[src/rtl/wdsc_map.svh]
`ifndef WDSC_MAP_SVH
`define WDSC_MAP_SVH
// Overview of operation
// - Watchdog counts ticks of its own RC oscillator, alive in power-down.
// - Time-out while running requests a full device reset.
// - Time-out in power-down wakes the core without reset.
// - Watchdog stays disabled while the config enable bit is zero.
// - Base time-out period is 18 ms without prescaler.
// - Software assigns the prescaler to the watchdog, up to 1:128.
// - Kick and sleep instructions clear counter and assigned prescaler.
// - Every time-out clears the timeout flag.
// - Sleep clears watchdog, clears powerdown flag, sets timeout flag, stops osc, holds I/O.
// - Watchdog reset never drives the master-clear pin low.
// - Wake on master-clear, time-out or enabled interrupt; only master-clear resets.
// - Powerdown flag set at power-up, cleared by sleep.
// - Interrupt wakes only if its own enable is set, ignoring global enable.
// - After interrupt wake run next instruction, then vector 0004h if enabled.
// - Next instruction is prefetched while sleep executes.
// - Pending enabled interrupt at sleep completes sleep and wakes at once.
// - Watchdog counter cleared on every wake-up.
// - Crystal modes wait 1024 oscillator periods after time-out or interrupt wake-up; master-clear wake skips the wait.
// - Global interrupt enable cleared on every reset.

// ======================================================
// Register map
`define WDSC_ADDR_W          14
`define WDSC_STATUS_ADDR     14'h0003
`define WDSC_IRQCTL_ADDR     14'h000B
`define WDSC_PRESCALE_ADDR   14'h0081
`define WDSC_CONFIG_ADDR     14'h2007
`define WDSC_PRESCALE_RST    8'hFF

// ======================================================
// Field positions
`define WDSC_STAT_TO_BIT     4
`define WDSC_STAT_PD_BIT     3
`define WDSC_GIE_BIT         7
`define WDSC_PSA_BIT         3
`define WDSC_PS_MSB          2
`define WDSC_CFG_WATCHDOG_FUSE_ENABLE_BIT    3
`define WDSC_CFG_FOSC_MSB    2
`define WDSC_FOSC_LAST_XTAL  3'h2
`define WDSC_IRQ_VECTOR      13'h0004

// ======================================================
// Timing
`define WDSC_BASE_PERIOD_US  18000
`define WDSC_RC_TICK_NS      1000
`define WDSC_CLK_NS          25
`define WDSC_OST_TOSC        1024
`endif

[src/rtl/wdsc_pkg.sv]
package wdsc_pkg;

  typedef enum logic [2:0] {
    WDSC_RUN   = 3'b001,
    WDSC_SLEEP = 3'b010,
    WDSC_OST   = 3'b100
  } wdsc_state_t;

  typedef struct packed {
    logic        wr;
    logic        rd;
    logic [13:0] addr;
    logic [7:0]  wdata;
  } wdsc_bus_req_t;

  typedef struct packed {
    logic kick;
    logic sleep;
  } wdsc_instr_t;

endpackage

[src/rtl/wdsc_top.sv]
`timescale 1ns/10ps
`include "wdsc_map.svh"

module wdsc_top #(
  parameter int NUM_IRQ     = 7,
  parameter int RC_TICK_NS  = `WDSC_RC_TICK_NS,
  parameter int BASE_TICKS  = (`WDSC_BASE_PERIOD_US * 1000) / RC_TICK_NS,
  parameter int OST_CYCLES  = `WDSC_OST_TOSC
) (
  // Clock and power-up reset
  input  wire logic                  clk_sys,
  input  wire logic                  rst,
  // Register port
  input  wire wdsc_pkg::wdsc_bus_req_t bus_req,
  output logic [7:0]                 bus_rdata,
  // Non-volatile configuration word
  input  wire logic [7:0]            config_word,
  // Free-running RC oscillator tick
  input  wire logic                  rc_osc_tick,
  // Core instruction events
  input  wire wdsc_pkg::wdsc_instr_t instr,
  // Interrupt sources
  input  wire logic [NUM_IRQ-1:0]    irq_enable_vec,
  input  wire logic [NUM_IRQ-1:0]    irq_flag_vec,
  // Master-clear pin, open drain
  input  wire logic                  master_clear_pin_in,
  output logic                       master_clear_pin_out,
  output logic                       master_clear_pin_oe,
  // Core control
  output logic                       core_reset,
  output logic                       osc_driver_off,
  output logic                       io_hold,
  output logic                       core_sleeping,
  output logic                       core_resume,
  output logic                       prefetch_next,
  output logic                       irq_vector_go,
  output logic [12:0]                irq_vector_addr
);

  // ======================================================
  // Declarations
  localparam int OST_W = $clog2(OST_CYCLES + 1);
  localparam int WDT_W = $clog2(BASE_TICKS + 1);

  wdsc_pkg::wdsc_state_t state_r;
  wdsc_pkg::wdsc_state_t state_nxt;

  logic [7:0]       prescale_r;
  logic             gie_r;
  logic             timeout_flag_r;
  logic             powerdown_flag_r;
  logic [6:0]       presc_cnt_r;
  logic [WDT_W-1:0] watchdog_counter_r;
  logic             to_req_r;
  logic             to_seen_r;
  logic [OST_W-1:0] ost_cnt_r;
  logic             vec_pend_r;

  logic             wdt_en;
  logic             prescaler_assign_bit;
  logic [2:0]       ps;
  logic             xtal_mode;
  logic             irq_pend;
  logic             to_pulse;
  logic             master_clear_pin;
  logic             any_reset;
  logic             wdt_clear;
  logic             wdt_step;
  logic [7:0]       presc_lim;
  logic             sleep_go;
  logic             wake_now;
  logic             wake_direct;

  // ======================================================
  // Configuration decode
  // fuse gates watchdog
  assign wdt_en    = config_word[`WDSC_CFG_WATCHDOG_FUSE_ENABLE_BIT];
  assign prescaler_assign_bit       = prescale_r[`WDSC_PSA_BIT];
  assign ps        = prescale_r[`WDSC_PS_MSB:0];
  assign xtal_mode = config_word[`WDSC_CFG_FOSC_MSB:0]
                     <= `WDSC_FOSC_LAST_XTAL;

  assign irq_pend = |(irq_enable_vec & irq_flag_vec);

  // Pin is active low
  assign master_clear_pin = ~master_clear_pin_in;

  assign master_clear_pin_out = 1'b0;
  assign master_clear_pin_oe  = 1'b0;

  assign to_pulse = to_req_r & ~to_seen_r;

  assign any_reset = master_clear_pin
                     | (to_pulse & (state_r == wdsc_pkg::WDSC_RUN));

  assign sleep_go = instr.sleep
                    & (state_r == wdsc_pkg::WDSC_RUN);

  assign wake_now = (state_r == wdsc_pkg::WDSC_SLEEP)
                    & (to_pulse | irq_pend);

  assign wake_direct = sleep_go & irq_pend;

  assign wdt_clear = instr.kick | sleep_go | wake_now | any_reset;

  // ======================================================
  // Power-down sequencer
  always_comb begin
    state_nxt = state_r;
    case (state_r)
      wdsc_pkg::WDSC_RUN: begin
        if (sleep_go && !wake_direct) begin
          state_nxt = wdsc_pkg::WDSC_SLEEP;
        end
      end
      wdsc_pkg::WDSC_SLEEP: begin
        if (wake_now && xtal_mode) begin
          state_nxt = wdsc_pkg::WDSC_OST;
        end else if (wake_now) begin
          state_nxt = wdsc_pkg::WDSC_RUN;
        end
      end
      wdsc_pkg::WDSC_OST: begin
        if (ost_cnt_r == OST_W'(OST_CYCLES - 1)) begin
          state_nxt = wdsc_pkg::WDSC_RUN;
        end
      end
      default: begin
        state_nxt = wdsc_pkg::WDSC_RUN;
      end
    endcase
    if (master_clear_pin) begin
      state_nxt = wdsc_pkg::WDSC_RUN;
    end
  end

  always_ff @(posedge clk_sys or posedge rst) begin
    if (rst) begin
      state_r <= wdsc_pkg::WDSC_RUN;
    end else begin
      state_r <= state_nxt;
    end
  end

  // ======================================================
  // Oscillator start-up counter
  // 1024 periods
  always_ff @(posedge clk_sys or posedge rst) begin
    if (rst) begin
      ost_cnt_r <= '0;
    end else if (state_r != wdsc_pkg::WDSC_OST) begin
      ost_cnt_r <= '0;
    end else begin
      ost_cnt_r <= ost_cnt_r + OST_W'(1);
    end
  end

  // ======================================================
  // Prescaler and watchdog counter
  // ratio 1:1 to 1:128
  assign presc_lim = prescaler_assign_bit ? (8'h01 << ps) : 8'h01;
  // At-or-above test survives a ratio lowered mid-count
  assign wdt_step  = rc_osc_tick
                     & ({1'b0, presc_cnt_r} >= presc_lim - 8'h01);

  always_ff @(posedge clk_sys or posedge rst) begin
    if (rst) begin
      presc_cnt_r <= '0;
    end else if (wdt_clear || !wdt_en) begin
      presc_cnt_r <= '0;
    end else if (wdt_step) begin
      presc_cnt_r <= '0;
    end else if (rc_osc_tick) begin
      presc_cnt_r <= presc_cnt_r + 7'h01;
    end
  end

  always_ff @(posedge clk_sys or posedge rst) begin
    if (rst) begin
      watchdog_counter_r <= '0;
    end else if (wdt_clear || !wdt_en) begin
      watchdog_counter_r <= '0;
    end else if (wdt_step
                 && watchdog_counter_r == WDT_W'(BASE_TICKS - 1)) begin
      watchdog_counter_r <= '0;
    end else if (wdt_step) begin
      watchdog_counter_r <= watchdog_counter_r + WDT_W'(1);
    end
  end

  // ======================================================
  // Time-out hand-off
  // level held until consumed
  always_ff @(posedge clk_sys or posedge rst) begin
    if (rst) begin
      to_req_r <= 1'b0;
    end else if (wdt_en && wdt_step
                 && watchdog_counter_r == WDT_W'(BASE_TICKS - 1)) begin
      to_req_r <= 1'b1;
    end else if (wdt_clear) begin
      to_req_r <= 1'b0;
    end
  end

  // Seen marker stops a second pulse
  always_ff @(posedge clk_sys or posedge rst) begin
    if (rst) begin
      to_seen_r <= 1'b0;
    end else if (!to_req_r) begin
      to_seen_r <= 1'b0;
    end else begin
      to_seen_r <= 1'b1;
    end
  end

  // ======================================================
  // Status flags
  // time-out clears timeout flag
  always_ff @(posedge clk_sys or posedge rst) begin
    if (rst) begin
      timeout_flag_r <= 1'b1;
    end else if (to_pulse) begin
      timeout_flag_r <= 1'b0;
    end else if (instr.kick || sleep_go) begin
      timeout_flag_r <= 1'b1;
    end
  end

  // set at power-up, cleared by sleep
  always_ff @(posedge clk_sys or posedge rst) begin
    if (rst) begin
      powerdown_flag_r <= 1'b1;
    end else if (sleep_go) begin
      powerdown_flag_r <= 1'b0;
    end else if (instr.kick) begin
      powerdown_flag_r <= 1'b1;
    end
  end

  // ======================================================
  // Software registers
  always_ff @(posedge clk_sys or posedge rst) begin
    if (rst) begin
      prescale_r <= `WDSC_PRESCALE_RST;
    end else if (any_reset) begin
      prescale_r <= `WDSC_PRESCALE_RST;
    end else if (bus_req.wr
                 && bus_req.addr == `WDSC_PRESCALE_ADDR) begin
      prescale_r <= bus_req.wdata;
    end
  end

  always_ff @(posedge clk_sys or posedge rst) begin
    if (rst) begin
      gie_r <= 1'b0;
    end else if (any_reset) begin
      gie_r <= 1'b0;
    end else if (irq_vector_go) begin
      gie_r <= 1'b0;
    end else if (bus_req.wr
                 && bus_req.addr == `WDSC_IRQCTL_ADDR) begin
      gie_r <= bus_req.wdata[`WDSC_GIE_BIT];
    end
  end

  // Read data valid one cycle after strobe
  always_ff @(posedge clk_sys or posedge rst) begin
    if (rst) begin
      bus_rdata <= 8'h00;
    end else if (!bus_req.rd) begin
      bus_rdata <= 8'h00;
    end else begin
      case (bus_req.addr)
        `WDSC_PRESCALE_ADDR: begin
          bus_rdata <= prescale_r;
        end
        `WDSC_CONFIG_ADDR: begin
          bus_rdata <= config_word;
        end
        `WDSC_IRQCTL_ADDR: begin
          bus_rdata <= {gie_r, 7'h00};
        end
        `WDSC_STATUS_ADDR: begin
          bus_rdata <= {3'h0, timeout_flag_r,
                        powerdown_flag_r, 3'h0};
        end
        default: begin
          bus_rdata <= 8'h00;
        end
      endcase
    end
  end

  // ======================================================
  // Core control outputs
  always_ff @(posedge clk_sys or posedge rst) begin
    if (rst) begin
      core_reset <= 1'b0;
    end else begin
      core_reset <= any_reset;
    end
  end

  // osc off in sleep only, I/O held in sleep and start-up wait
  always_ff @(posedge clk_sys or posedge rst) begin
    if (rst) begin
      osc_driver_off <= 1'b0;
      io_hold        <= 1'b0;
      core_sleeping  <= 1'b0;
    end else begin
      osc_driver_off <= state_nxt == wdsc_pkg::WDSC_SLEEP;
      io_hold        <= state_nxt != wdsc_pkg::WDSC_RUN;
      core_sleeping  <= state_nxt != wdsc_pkg::WDSC_RUN;
    end
  end

  always_ff @(posedge clk_sys or posedge rst) begin
    if (rst) begin
      prefetch_next <= 1'b0;
    end else begin
      prefetch_next <= sleep_go;
    end
  end

  always_ff @(posedge clk_sys or posedge rst) begin
    if (rst) begin
      core_resume <= 1'b0;
    end else begin
      core_resume <= !master_clear_pin
                     && state_r != wdsc_pkg::WDSC_RUN
                     && state_nxt == wdsc_pkg::WDSC_RUN
                     || wake_direct && !master_clear_pin;
    end
  end

  always_ff @(posedge clk_sys or posedge rst) begin
    if (rst) begin
      vec_pend_r <= 1'b0;
    end else if (any_reset) begin
      vec_pend_r <= 1'b0;
    end else if (core_resume && gie_r && irq_pend) begin
      vec_pend_r <= 1'b1;
    end else if (vec_pend_r) begin
      vec_pend_r <= 1'b0;
    end
  end

  always_ff @(posedge clk_sys or posedge rst) begin
    if (rst) begin
      irq_vector_go   <= 1'b0;
      irq_vector_addr <= 13'h0000;
    end else begin
      irq_vector_go   <= vec_pend_r && !any_reset;
      irq_vector_addr <= `WDSC_IRQ_VECTOR;
    end
  end

endmodule

[config.mk]
export PLATFORM = sky130hd
export DESIGN_NAME = wdsc_top
export DESIGN_NICKNAME = d
export VERILOG_FILES = /design/src/rtl/wdsc_pkg.sv /design/src/rtl/wdsc_top.sv
export VERILOG_INCLUDE_DIRS = /design/src /design/src/rtl
export SDC_FILE = /design/constraint.sdc
export NUM_CORES = 1
export LEC_CHECK = 0
export BUFFER_PORTS_ARGS = -buffer_cell sky130_fd_sc_hd__buf_2
export CELL_PAD_IN_SITES_DETAIL_PLACEMENT = 1
export CELL_PAD_IN_SITES_GLOBAL_PLACEMENT = 1
export CORE_MARGIN = 4
export CORE_UTILIZATION = 37
export DETAILED_ROUTE_END_ITERATION = 8
export GPL_TIMING_DRIVEN = 0
export MAX_ROUTING_LAYER = met4
export PLACE_DENSITY = 0.74
export REMOVE_ABC_BUFFERS = 1
export SLEW_MARGIN = 20
export SYNTH_ARGS = -nofsm -noshare
export SYNTH_HDL_FRONTEND = slang
export SYNTH_SLANG_ARGS = --single-unit
[constraint.sdc]
create_clock -name clk_sys -period 2.78 [get_ports clk_sys]
set_input_delay 0.139 -clock clk_sys [delete_from_list [all_inputs] [get_ports clk_sys]]
set_output_delay 0.139 -clock clk_sys [all_outputs]
set_load 0.01 [all_outputs]
Word-level counts from Yosys, hierarchy flattened
Index checks and enable logic that the tools add are counted.
Word-level totals
  register bits: 65
  output and inout port bits: 30
  word-level logic and storage cells: 111
Cells by class
  $add $sub $neg: 4
  $lt $le $gt $ge: 2
  equality and inequality tests: 14
  shifts and indexed selects: 1
  mux-type cells: 30
  bitwise operators: 14
  reduce and logical (&&, ||, !) cells: 27
Operator list (number)
  15-bit two-way mux: 3
  8-bit two-way mux: 4
  8-bit case mux with 4 select lines: 1
  7-bit two-way mux: 3
  15-bit by 1-bit adder with 15-bit output (second input constant): 1
  15-bit == test (second input constant): 1
  3-bit two-way mux: 5
  14-bit == test (second input constant): 1
  14-bit by 2-bit == test with 1-bit output (second input constant): 1
  14-bit by 4-bit == test with 1-bit output (second input constant): 1
  14-bit by 8-bit == test with 1-bit output (second input constant): 1
  1-bit logical AND: 13
  1-bit two-way mux: 12
  11-bit by 1-bit adder with 11-bit output (second input constant): 1
  11-bit by 10-bit == test with 1-bit output (second input constant): 1
  11-bit two-way mux: 1
  3-bit case mux with 3 select lines: 1
  3-bit nonzero test: 3
  7-bit by 8-bit greater-or-equal comparator with 1-bit output: 1
  2-bit nonzero test: 4
  1-bit by 3-bit left shift with 8-bit output (first input constant): 1
  8-bit by 1-bit subtractor with 8-bit output (second input constant): 1
  7-bit by 1-bit adder with 7-bit output (second input constant): 1
  7-bit bitwise AND: 1
  12 further kinds: 29

Logic depth before layout (Yosys ltp)
Gate-level depths: netlist (run 1).
  depth after elaboration: 11
  gate-level depth with buffers: 16
  depth with buffers taken out: 12

Worst setup path before layout (run 1)
OpenSTA, ideal clock, no wires.
  path type: register to register
  from: reg prescale_r[1]
  to: reg watchdog_counter_r[11]
  library setup time: 0.134 ns
  data arrival time: 2.846 ns
  data required time: 2.646 ns
  setup slack: -0.200 ns
  stages on the path, launching flop included: 14
  clock period less this slack: 2.980 ns
  cell sequence: dfstp_2 > clkbuf_1 > o31a_1 > ha_1 > clkbuf_1 > nand2_1 > o21ai_0 > a32oi_1 > ha_1 > nand4_1 > o31a_1 > buf_4 > o41ai_1 > a21oi_1
Between the ends
  longest elaborated chain between the ends: 8
  elaborated cells on any way between the ends: 9
  classes of those cells: add/sub: 1; order compare: 1; shift: 1; mux: 3; bitwise: 1; reduce/logical: 2
RTL lines
  start, declared: line wdsc_top.sv:48  | logic [7:0] prescale_r;
  start signal, assigned: line wdsc_top.sv:244  | prescale_r <= `WDSC_PRESCALE_RST;
  start signal, assigned: line wdsc_top.sv:246  | prescale_r <= `WDSC_PRESCALE_RST;
  start signal, assigned: line wdsc_top.sv:249  | prescale_r <= bus_req.wdata;
  1-bit by 3-bit left shift with 8-bit output *: line wdsc_top.sv:161  | assign presc_lim = prescaler_assign_bit ? (8'h01 << ps) : 8'h01;
  8-bit two-way mux *: line wdsc_top.sv:161
  8-bit by 1-bit subtractor with 8-bit output *: line wdsc_top.sv:164  | & ({1'b0, presc_cnt_r} >= presc_lim - 8'h01);
  7-bit by 8-bit greater-or-equal comparator with 1-bit output *: line wdsc_top.sv:164
  1-bit bitwise AND *: line wdsc_top.sv:164
  1-bit logical AND: line wdsc_top.sv:184  | && watchdog_counter_r == WDT_W'(BASE_TICKS - 1)) begin
  15-bit two-way mux: line wdsc_top.sv:183  | end else if (wdt_step
  15-bit two-way mux: line wdsc_top.sv:181  | end else if (wdt_clear || !wdt_en) begin
  end signal, assigned: line wdsc_top.sv:187  | watchdog_counter_r <= watchdog_counter_r + WDT_W'(1);
  end, declared: line wdsc_top.sv:53  | logic [WDT_W-1:0] watchdog_counter_r;
Mark *: on every way between the ends. The rest lies on a longest branch, timed or not.
A chain may end at the register's enable or synchronous reset.

Final worst setup path (run 1)
  from: reg prescale_r[0]
  to: reg watchdog_counter_r[11]
Same word-level chain as after synthesis.

==> impl_metrics.env, run 1 <==
export IMPL_start_util=0.3831
export IMPL_slew_headroom=0.5779
export IMPL_fmax_mhz=331.1
export IMPL_slowest_stage="or4bb_1"
export IMPL_synth_main_ff_cell="dfrtp_1"
export IMPL_routed_wl_mm=10.03
export IMPL_antenna_found_initial=0
export IMPL_first_global_vias=3233
export IMPL_numPortBuffers=67
export IMPL_skew_ns=0.007820
export IMPL_fin_util=0.4989
export IMPL_cellPowerDensity_nw_per_um2=449.8
export IMPL_ir_drop_uv=275.8
export IMPL_synth_seq_area_share=0.4590
export IMPL_violations="setup timing"
export IMPL_yosys_register_bits=65
export IMPL_setup_tns_ns=-1.194
export IMPL_antennaDiodeCount=0
export IMPL_die_h_microns=106.3
export IMPL_area_growth_pct=30.22
export IMPL_synth_edf_count=0
export IMPL_hold_viol=0
export IMPL_grt_usage=0.1803
export IMPL_arrival_ns=3.27
export IMPL_avgSynthCellArea_sq_um=9.817
export IMPL_drive_gt1_frac=0.3609
export IMPL_viasPerCell=5.299
export IMPL_dp_final_hpwl_mm=6.514
export IMPL_finalCritPeriodShare=1.086
export IMPL_clock_sinks=65
export IMPL_cts_tree="yes"
export IMPL_syn_inst=364
export IMPL_drc=0
export IMPL_fin_ws_ns=-0.2400
export IMPL_period_minus_slack_ns=3.020
export IMPL_leakage_nw=2.132
export IMPL_cp_required_ns=3.03
export IMPL_ant_nets=0
export IMPL_synth_async_reset_ratio=1.000
export IMPL_status="finished with violations"
export IMPL_num_fill_cells=1069
export IMPL_max_stage_delay_ns=0.51
export IMPL_endpoint_kind="flip-flop"
export IMPL_setup_viol=10
export IMPL_die_area_sq_um=11290
export IMPL_cp_startpoint="prescale_r[0]$_DFFE_PP1P_"
export IMPL_synth_cell_type_count=57
export IMPL_worst_slew_pin_slew_ns=0.6283
export IMPL_fin_nets=518
export IMPL_grt_pass1_wl_mm=15.99
export IMPL_path_cells="o31a_1, ha_4, buf_4, xnor2_2, ha_2, o21a_1, nor2_4, o31a_4, buf_12, or4bb_1, a21oi_2"
export IMPL_clock_root_buffer="clkbuf_8"
export IMPL_grt_max_degree=34
export IMPL_core_area_sq_um=9328
export IMPL_yosys_warnings=0
export IMPL_drt_initial_drc_count=106
export IMPL_cts_buffer_depth=2
export IMPL_gp_congestion=0.7477
export IMPL_holdCritStartpoint="bus_req[1]"
export IMPL_vias=3121
export IMPL_hp_class="in -> reg"
export IMPL_clkTransAtPathRegs_ns=0.08
export IMPL_worst_setup_path_type="reg -> reg"
export IMPL_numCtsBuffers=9
export IMPL_gr_total_overflow=0
export IMPL_drt_first_pass_iters=6
export IMPL_multi_input_area_sq_um=1983
export IMPL_rows=35
export IMPL_slew_viol_final=0
export IMPL_syn_cell_area_sq_um=3573
export IMPL_path_max_fanout=6
export IMPL_cp_start_kind="flip-flop"
export IMPL_routedWlPerCell_microns=17.03
export IMPL_htree_levels=3
export IMPL_maxCapViolCount=0
export IMPL_grt_setup_unrepaired="true"
export IMPL_seq_area_sq_um=1640
export IMPL_io_pins=82
export IMPL_die_x_microns=106.3
export IMPL_clkLatencyLatePin_ns=0.35
export IMPL_whs_ns=0.01280
export IMPL_reg2reg_from="prescale_r[0]$_DFFE_PP1P_"
## flip-flops by register name (all words and copies together), names as in the netlist, 3 cells and up
signal / flops
bus_rdata: 8
ost_cnt_r: 11
presc_cnt_r: 7
state_r: 3
prescale_r: 8
watchdog_counter_r: 15
## cells in the mapped netlist (8+ instances only)
library cell,n,share of area
dfstp_2,11,0.081
mux2i_1,9,0.025
nor2_1,27,0.028
inv_1,8,0.0084
nand3_1,17,0.024
ha_1,11,0.039
dfrtp_1,54,0.38
o21ai_0,13,0.018
nor3_1,15,0.021
nand2_1,29,0.030
nor2b_1,9,0.016
a22oi_1,8,0.017
nand4_1,8,0.014
buf_4,17,0.036
xor2_1,9,0.022
a21oi_1,23,0.032
clkbuf_1,10,0.011
## through the flow
stage | instances | power (mW) | worst slack, ns | area (sq um)
2_1_floorplan | 347 | 1.040 | -0.09541 | 3442
3_3_place_gp | 543 | 1.105 | -0.7760 | 3939
3_5_place_dp | 546 | 1.113 | -0.6223 | 3981
4_1_cts | 584 | 2.108 | -0.1397 | 4471
5_1_grt | 589 | 2.177 | -0.3832 | 4653
6_report | 589 | 2.093 | -0.2400 | 4653
## final timing paths
path                                                       to  slack [ns]  cells past startpoint
max                        watchdog_counter_r[11]$_DFFE_PP0P_       -0.24                     11
min                                 prescale_r[1]$_DFFE_PP1P_        0.01                      3
max reg2reg                watchdog_counter_r[11]$_DFFE_PP0P_       -0.24                     11
min reg2reg                               to_seen_r$_DFF_PP0_        0.41                      0
max in group asynchronous           prescale_r[2]$_DFFE_PP1P_        1.84                      4
min in group asynchronous              ost_cnt_r[3]$_DFF_PP0_        0.35                      3
## power by group
group	switching (mW)	internal (mW)	leakage, nW
clock	0.397	0.597	0.124
sequential	0.00557	0.956	0.862
combinational	0.0841	0.0531	1.15
## layout by cell type (no fill, tap or decap), drive strengths merged, types with 3 or more instances in the layout
master   n
buf     93
dfrtp   54
nand2   30
nor2    27
a21oi   23
nand3   17
conb    15
nor3    15
o21ai   14
dfstp   11
ha      11
mux2i    9
nand4    9
xor2     9
nor2b    9
clkbuf   9
inv      9
a22oi    8
nand2b   7
xnor2    6
or3      6
and3     5
or4      5
nor4     4
o31ai    4
a222oi   3
nand4b   3
nand3b   3
bufinv   3
nor3b    3
o31a     3
clkinv   3
## critical path: cells and delay by family, from the launching register on
family / cells / cell delay [ns]
AO/OA/AOI/OAI: 4 / 1.04
XOR/XNOR: 1 / 0.13
adder cells (fa/ha/maj): 2 / 0.51
buffers and inverters: 2 / 0.28
flip-flops: 1 / 0.40
AND/OR/NAND/NOR: 2 / 0.56
## metal layers
| layer | GRT usage | wire length (microns) |
|---|---|---|
| met5 | - | 0 |
| met1 | 0.2246 | 4313 |
| met4 | 0.02498 | 56 |
| met3 | 0.04189 | 393 |
| met2 | 0.3072 | 5270 |
## repair_timing
action	CTS	global route
pin swaps	25	23
endpoints found under the setup margin	21	23
resized for setup	18	32
cloned	1	1
hold endpoints to repair	26	1
hold buffers	1	1
setup buffers	20	3
## kinds of logic after synthesis
| family | share of synthesized area |
|---|---|
| flip-flops | 0.4590 |
| AO/OA/AOI/OAI | 0.1282 |
| adder cells (fa/ha/maj) | 0.03851 |
| XOR/XNOR | 0.03677 |
| AND/OR/NAND/NOR | 0.2514 |
| buffers and inverters | 0.05882 |
| multiplexers | 0.02521 |
| other | 0.002102 |
## cell type report
class	instances	area share
clock buffers	9	0.02662
well taps	129	0.03469
flip-flops and latches	65	0.3525
multi-input cells	276	0.4262
clock inverters	7	0.02528
repair buffers	95	0.1277
inverters	8	0.006991
(Power assumes the default switching activity.)
==> run 2, diff against run 1 <==
--- a/config.mk
+++ b/config.mk
@@ -8,9 +8,9 @@
 export LEC_CHECK = 0
 export BUFFER_PORTS_ARGS = -buffer_cell sky130_fd_sc_hd__buf_2
 export CELL_PAD_IN_SITES_DETAIL_PLACEMENT = 1
-export CELL_PAD_IN_SITES_GLOBAL_PLACEMENT = 1
+export CELL_PAD_IN_SITES_GLOBAL_PLACEMENT = 2
 export CORE_MARGIN = 4
-export CORE_UTILIZATION = 37
+export CORE_UTILIZATION = 30
 export DETAILED_ROUTE_END_ITERATION = 8
 export GPL_TIMING_DRIVEN = 0
 export MAX_ROUTING_LAYER = met4
==> impl_metrics.env, run 2 (synthesized netlist as in run 1, its figures left out) <==
export IMPL_path_max_fanout=6
export IMPL_holdCritStartpoint="bus_req[6]"
export IMPL_power_total_mw=2.129
export IMPL_core_area_sq_um=11520
export IMPL_slew_headroom=0.5653
export IMPL_netSwitchingFraction=0.2428
export IMPL_clock_root_buffer="clkbuf_16"
export IMPL_layout_commonest_cell="buf_2"
export IMPL_antenna_found_initial=0
export IMPL_worst_slew_pin_slew_ns=0.6471
export IMPL_multi_input_area_sq_um=1981
export IMPL_whs_ns=0.02476
export IMPL_leakage_nw=2.187
export IMPL_viasPerCell=5.145
export IMPL_clkLatencyLatePin_ns=0.33
export IMPL_fin_util=0.4087
export IMPL_ff2ff_path_depth=11
export IMPL_grt_setup_unrepaired="true"
export IMPL_status="finished with violations"
export IMPL_cp_start_kind="flip-flop"
export IMPL_p_comb_frac=0.065
export IMPL_num_fill_cells=1328
export IMPL_maxCapViolCount=0
export IMPL_numCtsBuffers=9
export IMPL_min_delay_path_depth=3
export IMPL_cts_buffer_depth=2
export IMPL_setup_viol=11
export IMPL_fin_nets=516
export IMPL_drt_initial_drc_count=117
export IMPL_dp_slack_ns=-0.5853
export IMPL_drive_gt1_frac=0.3581
export IMPL_top_regs="watchdog_counter_r (15), ost_cnt_r (11)"
export IMPL_reg2reg_from="prescale_r[0]$_DFFE_PP1P_"
export IMPL_ant_nets=0
export IMPL_ir_drop_uv=298.4
export IMPL_cellPowerDensity_nw_per_um2=452.4
export IMPL_drc=0
export IMPL_routedWlPerCell_microns=16.99
export IMPL_numPortBuffers=67
export IMPL_setup_tns_ns=-0.6487
export IMPL_io_pins=82
export IMPL_hold_viol=0
export IMPL_seq_area_sq_um=1640
export IMPL_switchingPower_mw=0.5170
export IMPL_finalCritPeriodShare=1.040
export IMPL_routed_wl_mm=10.23
export IMPL_p_int_mw=1.612
export IMPL_cp_required_ns=3.03
export IMPL_violations="setup timing"
export IMPL_drt_first_pass_iters=4
export IMPL_gp_congestion=0.7494
export IMPL_die_area_sq_um=13720
export IMPL_period_minus_slack_ns=2.890
export IMPL_die_x_microns=117.1
export IMPL_slew_viol_final=0
export IMPL_die_h_microns=117.1
export IMPL_largest_register_ff_count=15
export IMPL_htree_levels=3
export IMPL_rrSetupSlack_ns=-0.11
export IMPL_arrival_ns=3.14
export IMPL_vias=3097
export IMPL_rows=39
export IMPL_grt_max_degree=55
export IMPL_cts_tree="yes"
export IMPL_fin_ws_ns=-0.1102
export IMPL_clkPwrFrac=0.483
export IMPL_worst_setup_path_type="reg -> reg"
export IMPL_clkTransAtPathRegs_ns=0.06
export IMPL_first_global_vias=3204
export IMPL_hp_class="in -> reg"
export IMPL_dp_final_hpwl_mm=6.723
export IMPL_start_util=0.3103
export IMPL_holdPathEnd="prescale_r[6]$_DFFE_PP1P_"
export IMPL_grt_usage=0.1533
export IMPL_area_growth_pct=31.72
export IMPL_grt_pass1_wl_mm=15.83
export IMPL_endpoint_kind="flip-flop"
export IMPL_gr_total_overflow=0
export IMPL_final_cell_mix="buf_2 (67), dfrtp_1 (54), nand2_1 (27), nor2_1 (26), nand3_1 (17)"
export IMPL_skew_ns=0.006228
export IMPL_top_register="watchdog_counter_r"
export IMPL_pwr_share_seq=0.452
export IMPL_fmax_mhz=346.0
export IMPL_reg2reg_to="watchdog_counter_r[4]$_DFFE_PP0P_"
export IMPL_clock_sinks=65
-- run 2: area by class of cell --
type / instances / share of cell area
timing repair buffer: 93 / 0.1273
clock inverter: 7 / 0.01010
inverter: 8 / 0.006911
multi-input combinational: 276 / 0.4208
sequential: 65 / 0.3485
antenna: 1 / 0.0005316
clock buffer: 9 / 0.04785
tap: 143 / 0.03801
-- run 2: critical path, stage by stage (launching register included) --
cell and delay (ns):
dfstp_2 0.38, o31a_1 0.34, ha_4 0.21, nor3_4 0.16, a21o_1 0.12, a22oi_2 0.06
ha_4 0.28, nand4_1 0.16, o31a_4 0.34, buf_6 0.14, or4_4 0.48, a21oi_2 0.13
-- run 2: worst max path at each step --
stage                     slack [ns]  cells after the start                       from                            endpoint
after global placement         -1.01                      5       to_req_r$_DFFE_PP0P_          presc_cnt_r[5]$_DFFE_PP0P_
after CTS                      -0.15                     11  prescale_r[2]$_DFFE_PP1P_  watchdog_counter_r[11]$_DFFE_PP0P_
final                          -0.11                     11  prescale_r[0]$_DFFE_PP1P_   watchdog_counter_r[4]$_DFFE_PP0P_
after floorplan                 -0.1                     10  prescale_r[1]$_DFFE_PP1P_   watchdog_counter_r[6]$_DFFE_PP0P_
after global routing           -0.24                     12  prescale_r[3]$_DFFE_PP1P_   watchdog_counter_r[0]$_DFFE_PP0P_
after detailed placement       -0.59                     10  prescale_r[1]$_DFFE_PP1P_   watchdog_counter_r[6]$_DFFE_PP0P_
-- run 2: timing repair --
item	4_1_cts	5_1_grt
endpoints found under the setup margin	20	23
hold endpoints to repair	11	0
hold buffers	1	0
buffers inserted	17	4
gates cloned	1	1
pin swaps	28	22
resized for setup	18	32
-- run 2: metal layers --
metal / wire (microns) / part of all wire / global-route usage
met2: 5414 / 0.53 / 0.2504
met1: 4369 / 0.43 / 0.1904
met5: 0 / 0 / -
met3: 340 / 0.033 / 0.03599
met4: 102 / 0.010 / 0.04281
-- run 2: power by group through the flow --
stage	clock network (mW)	registers [mW]	logic (mW)
final	1.03	0.963	0.138
after global routing	1.11	0.964	0.154
after CTS	1.06	0.963	0.138
after detailed placement	0	0.980	0.136
after global placement	0	0.979	0.127
after floorplan	0	0.982	0.0584
-- run 2: per-stage QoR --
step	cell area, sq um	cells
after global routing	4705	601
final	4707	602
after CTS	4522	595
after floorplan	3442	347
after detailed placement	4006	560
after global placement	3956	557
==> run 3, diff against run 2 <==
--- a/config.mk
+++ b/config.mk
@@ -16,6 +16,7 @@
 export MAX_ROUTING_LAYER = met4
 export PLACE_DENSITY = 0.74
 export REMOVE_ABC_BUFFERS = 1
+export SETUP_SLACK_MARGIN = 0.3
 export SLEW_MARGIN = 20
 export SYNTH_ARGS = -nofsm -noshare
 export SYNTH_HDL_FRONTEND = slang
==> impl_metrics.env, run 3 (synthesized netlist as in run 1, its figures left out) <==
export IMPL_antenna_found_initial=0
export IMPL_grt_pass1_wl_mm=16.15
export IMPL_path_max_fanout=6
export IMPL_slew_headroom=0.5191
export IMPL_p_int_mw=1.611
export IMPL_die_h_microns=117.1
export IMPL_slew_viol_final=0
export IMPL_netSwitchingFraction=0.2431
export IMPL_fmax_mhz=335.8
export IMPL_status="finished with violations"
export IMPL_cts_buffer_depth=2
export IMPL_htree_levels=3
export IMPL_routed_wl_mm=10.05
export IMPL_drive_gt1_frac=0.3319
export IMPL_top_regs="watchdog_counter_r (15), ost_cnt_r (11)"
export IMPL_drt_initial_drc_count=127
export IMPL_drc=0
export IMPL_maxCapViolCount=0
export IMPL_first_global_vias=3257
export IMPL_worst_slew_pin_slew_ns=0.7193
export IMPL_switchingPower_mw=0.5175
export IMPL_fin_ws_ns=-0.1978
export IMPL_clkLatencyLatePin_ns=0.33
export IMPL_clkTransAtPathRegs_ns=0.06
export IMPL_hold_viol=0
export IMPL_cp_required_ns=3.02
export IMPL_finalCritPeriodShare=1.071
export IMPL_io_pins=82
export IMPL_fin_nets=513
export IMPL_path_cells="o31a_1, ha_4, nand2_2, o21ai_1, a32oi_1, ha_1, nand4_1, o31a_4, buf_12, or4bb_1, a21oi_1"
export IMPL_die_x_microns=117.1
export IMPL_numCtsBuffers=9
export IMPL_layout_commonest_cell="buf_2"
export IMPL_ant_nets=0
export IMPL_area_growth_pct=29.13
export IMPL_path_buf_inv=1
export IMPL_top_register="watchdog_counter_r"
export IMPL_grt_max_degree=55
export IMPL_cp_top_family="compound AO/OA/AOI/OAI gates"
export IMPL_dp_slack_ns=-0.5853
export IMPL_p_comb_frac=0.065
export IMPL_vias=3103
export IMPL_cp_startpoint="prescale_r[3]$_DFFE_PP1P_"
export IMPL_skew_ns=0.006335
export IMPL_core_area_sq_um=11520
export IMPL_violations="setup timing"
export IMPL_reg2reg_from="prescale_r[3]$_DFFE_PP1P_"
export IMPL_start_util=0.3103
export IMPL_die_area_sq_um=13720
export IMPL_stdcell_count=599
export IMPL_arrival_ns=3.21
export IMPL_hp_class="in -> reg"
export IMPL_drt_first_pass_iters=4
export IMPL_clock_sinks=65
export IMPL_whs_ns=0.02592
export IMPL_rows=39
export IMPL_final_cell_mix="buf_2 (67), dfrtp_1 (54), nand2_1 (28), nor2_1 (26), a21oi_1 (19)"
export IMPL_cellPowerDensity_nw_per_um2=461.4
export IMPL_cp_start_kind="flip-flop"
export IMPL_ir_drop_uv=295.7
export IMPL_holdCritStartpoint="bus_req[4]"
export IMPL_gr_total_overflow=0
export IMPL_worst_setup_path_type="reg -> reg"
export IMPL_setup_viol=13
export IMPL_routedWlPerCell_microns=16.78
export IMPL_largest_register_ff_count=15
export IMPL_cts_tree="yes"
export IMPL_num_fill_cells=1336
export IMPL_gp_congestion=0.7494
export IMPL_clkPwrFrac=0.483
export IMPL_leakage_nw=2.119
export IMPL_slowest_stage="dfstp_2"
export IMPL_dp_cells=560
export IMPL_period_minus_slack_ns=2.978
export IMPL_pwr_share_seq=0.452
export IMPL_grt_setup_unrepaired="true"
export IMPL_dp_final_hpwl_mm=6.723
export IMPL_viasPerCell=5.180
export IMPL_max_stage_delay_ns=0.57
export IMPL_grt_usage=0.1567
export IMPL_endpoint_kind="flip-flop"
export IMPL_numPortBuffers=67
export IMPL_clock_root_buffer="clkbuf_16"
## run 3: cell count changes in the layout (fill, tap and decap cells not counted), moves of 2 or more
cell / previous run / this run
a21oi_1: 16 / 19
a21oi_2: 7 / 4
buf_6: 7 / 4
ha_1: 8 / 10
nor3_1: 11 / 13
nor3_2: 2 / 0
## run 3: worst reg2reg max path: stages (launching register included)
cell,delay (ns)
dfstp_2,0.57
o31a_1,0.21
ha_4,0.21
nand2_2,0.06
o21ai_1,0.08
a32oi_1,0.13
ha_1,0.34
nand4_1,0.16
o31a_4,0.40
buf_12,0.14
or4bb_1,0.47
a21oi_1,0.14
## run 3: power by group through the flow
stage               combinational (mW)  clock, mW  sequential (mW)
floorplan                       0.0584          0            0.982
global placement                 0.127          0            0.979
detailed placement               0.136          0            0.980
CTS                              0.140       1.06            0.963
global route                     0.155       1.11            0.964
finish                           0.138       1.03            0.963
## run 3: cell type report
cell class                 instances  area, sq um  area share
clock buffer                       9        225.2     0.04881
tap                              143        178.9     0.03877
sequential                        65         1640      0.3555
antenna                            1        2.502   0.0005423
timing repair buffer              90        558.0      0.1209
clock inverter                     7        47.55     0.01030
multi-input combinational        276         1929      0.4181
inverter                           8        32.53    0.007050
## run 3: layer usage
layer	part of all wire	vias up	GRT usage
met3	0.031	8	0.03650
met2	0.53	39	0.2583
met4	0.0085	0	0.04434
li1	-	1475	-
met5	0	-	-
met1	0.43	1581	0.1925
## run 3: per-stage QoR
step	cell area [sq um]	total power, mW	utilization	TNS [ns]
final	4614	2.129	0.4007	-1.571
after CTS	4562	2.167	0.3961	-0.9499
after floorplan	3442	1.040	-	-0.4870
after global placement	3956	1.106	0.3435	-21.75
after global routing	4612	2.228	0.4005	-3.975
after detailed placement	4006	1.116	0.3479	-9.350
## run 3: worst paths after layout
| kind | slack (ns) | cells after the start | to |
|---|---|---|---|
| min in group asynchronous | 0.26 | 3 | ost_cnt_r[2]$_DFF_PP0_ |
| min reg2reg | 0.40 | 0 | to_seen_r$_DFF_PP0_ |
| max in group asynchronous | 1.94 | 4 | prescale_r[2]$_DFFE_PP1P_ |
| max | -0.20 | 11 | watchdog_counter_r[11]$_DFFE_PP0P_ |
| max reg2reg | -0.20 | 11 | watchdog_counter_r[11]$_DFFE_PP0P_ |
| min | 0.03 | 3 | prescale_r[4]$_DFFE_PP1P_ |
## run 3: what timing repair did
action / 4_1_cts / 5_1_grt
gates cloned: 2 / 0
resized for setup: 26 / 9
hold buffers: 1 / 0
endpoints found under the hold margin: 11 / 0
buffers inserted: 17 / 2
pin swaps: 30 / 10
endpoints found under the setup margin: 23 / 23
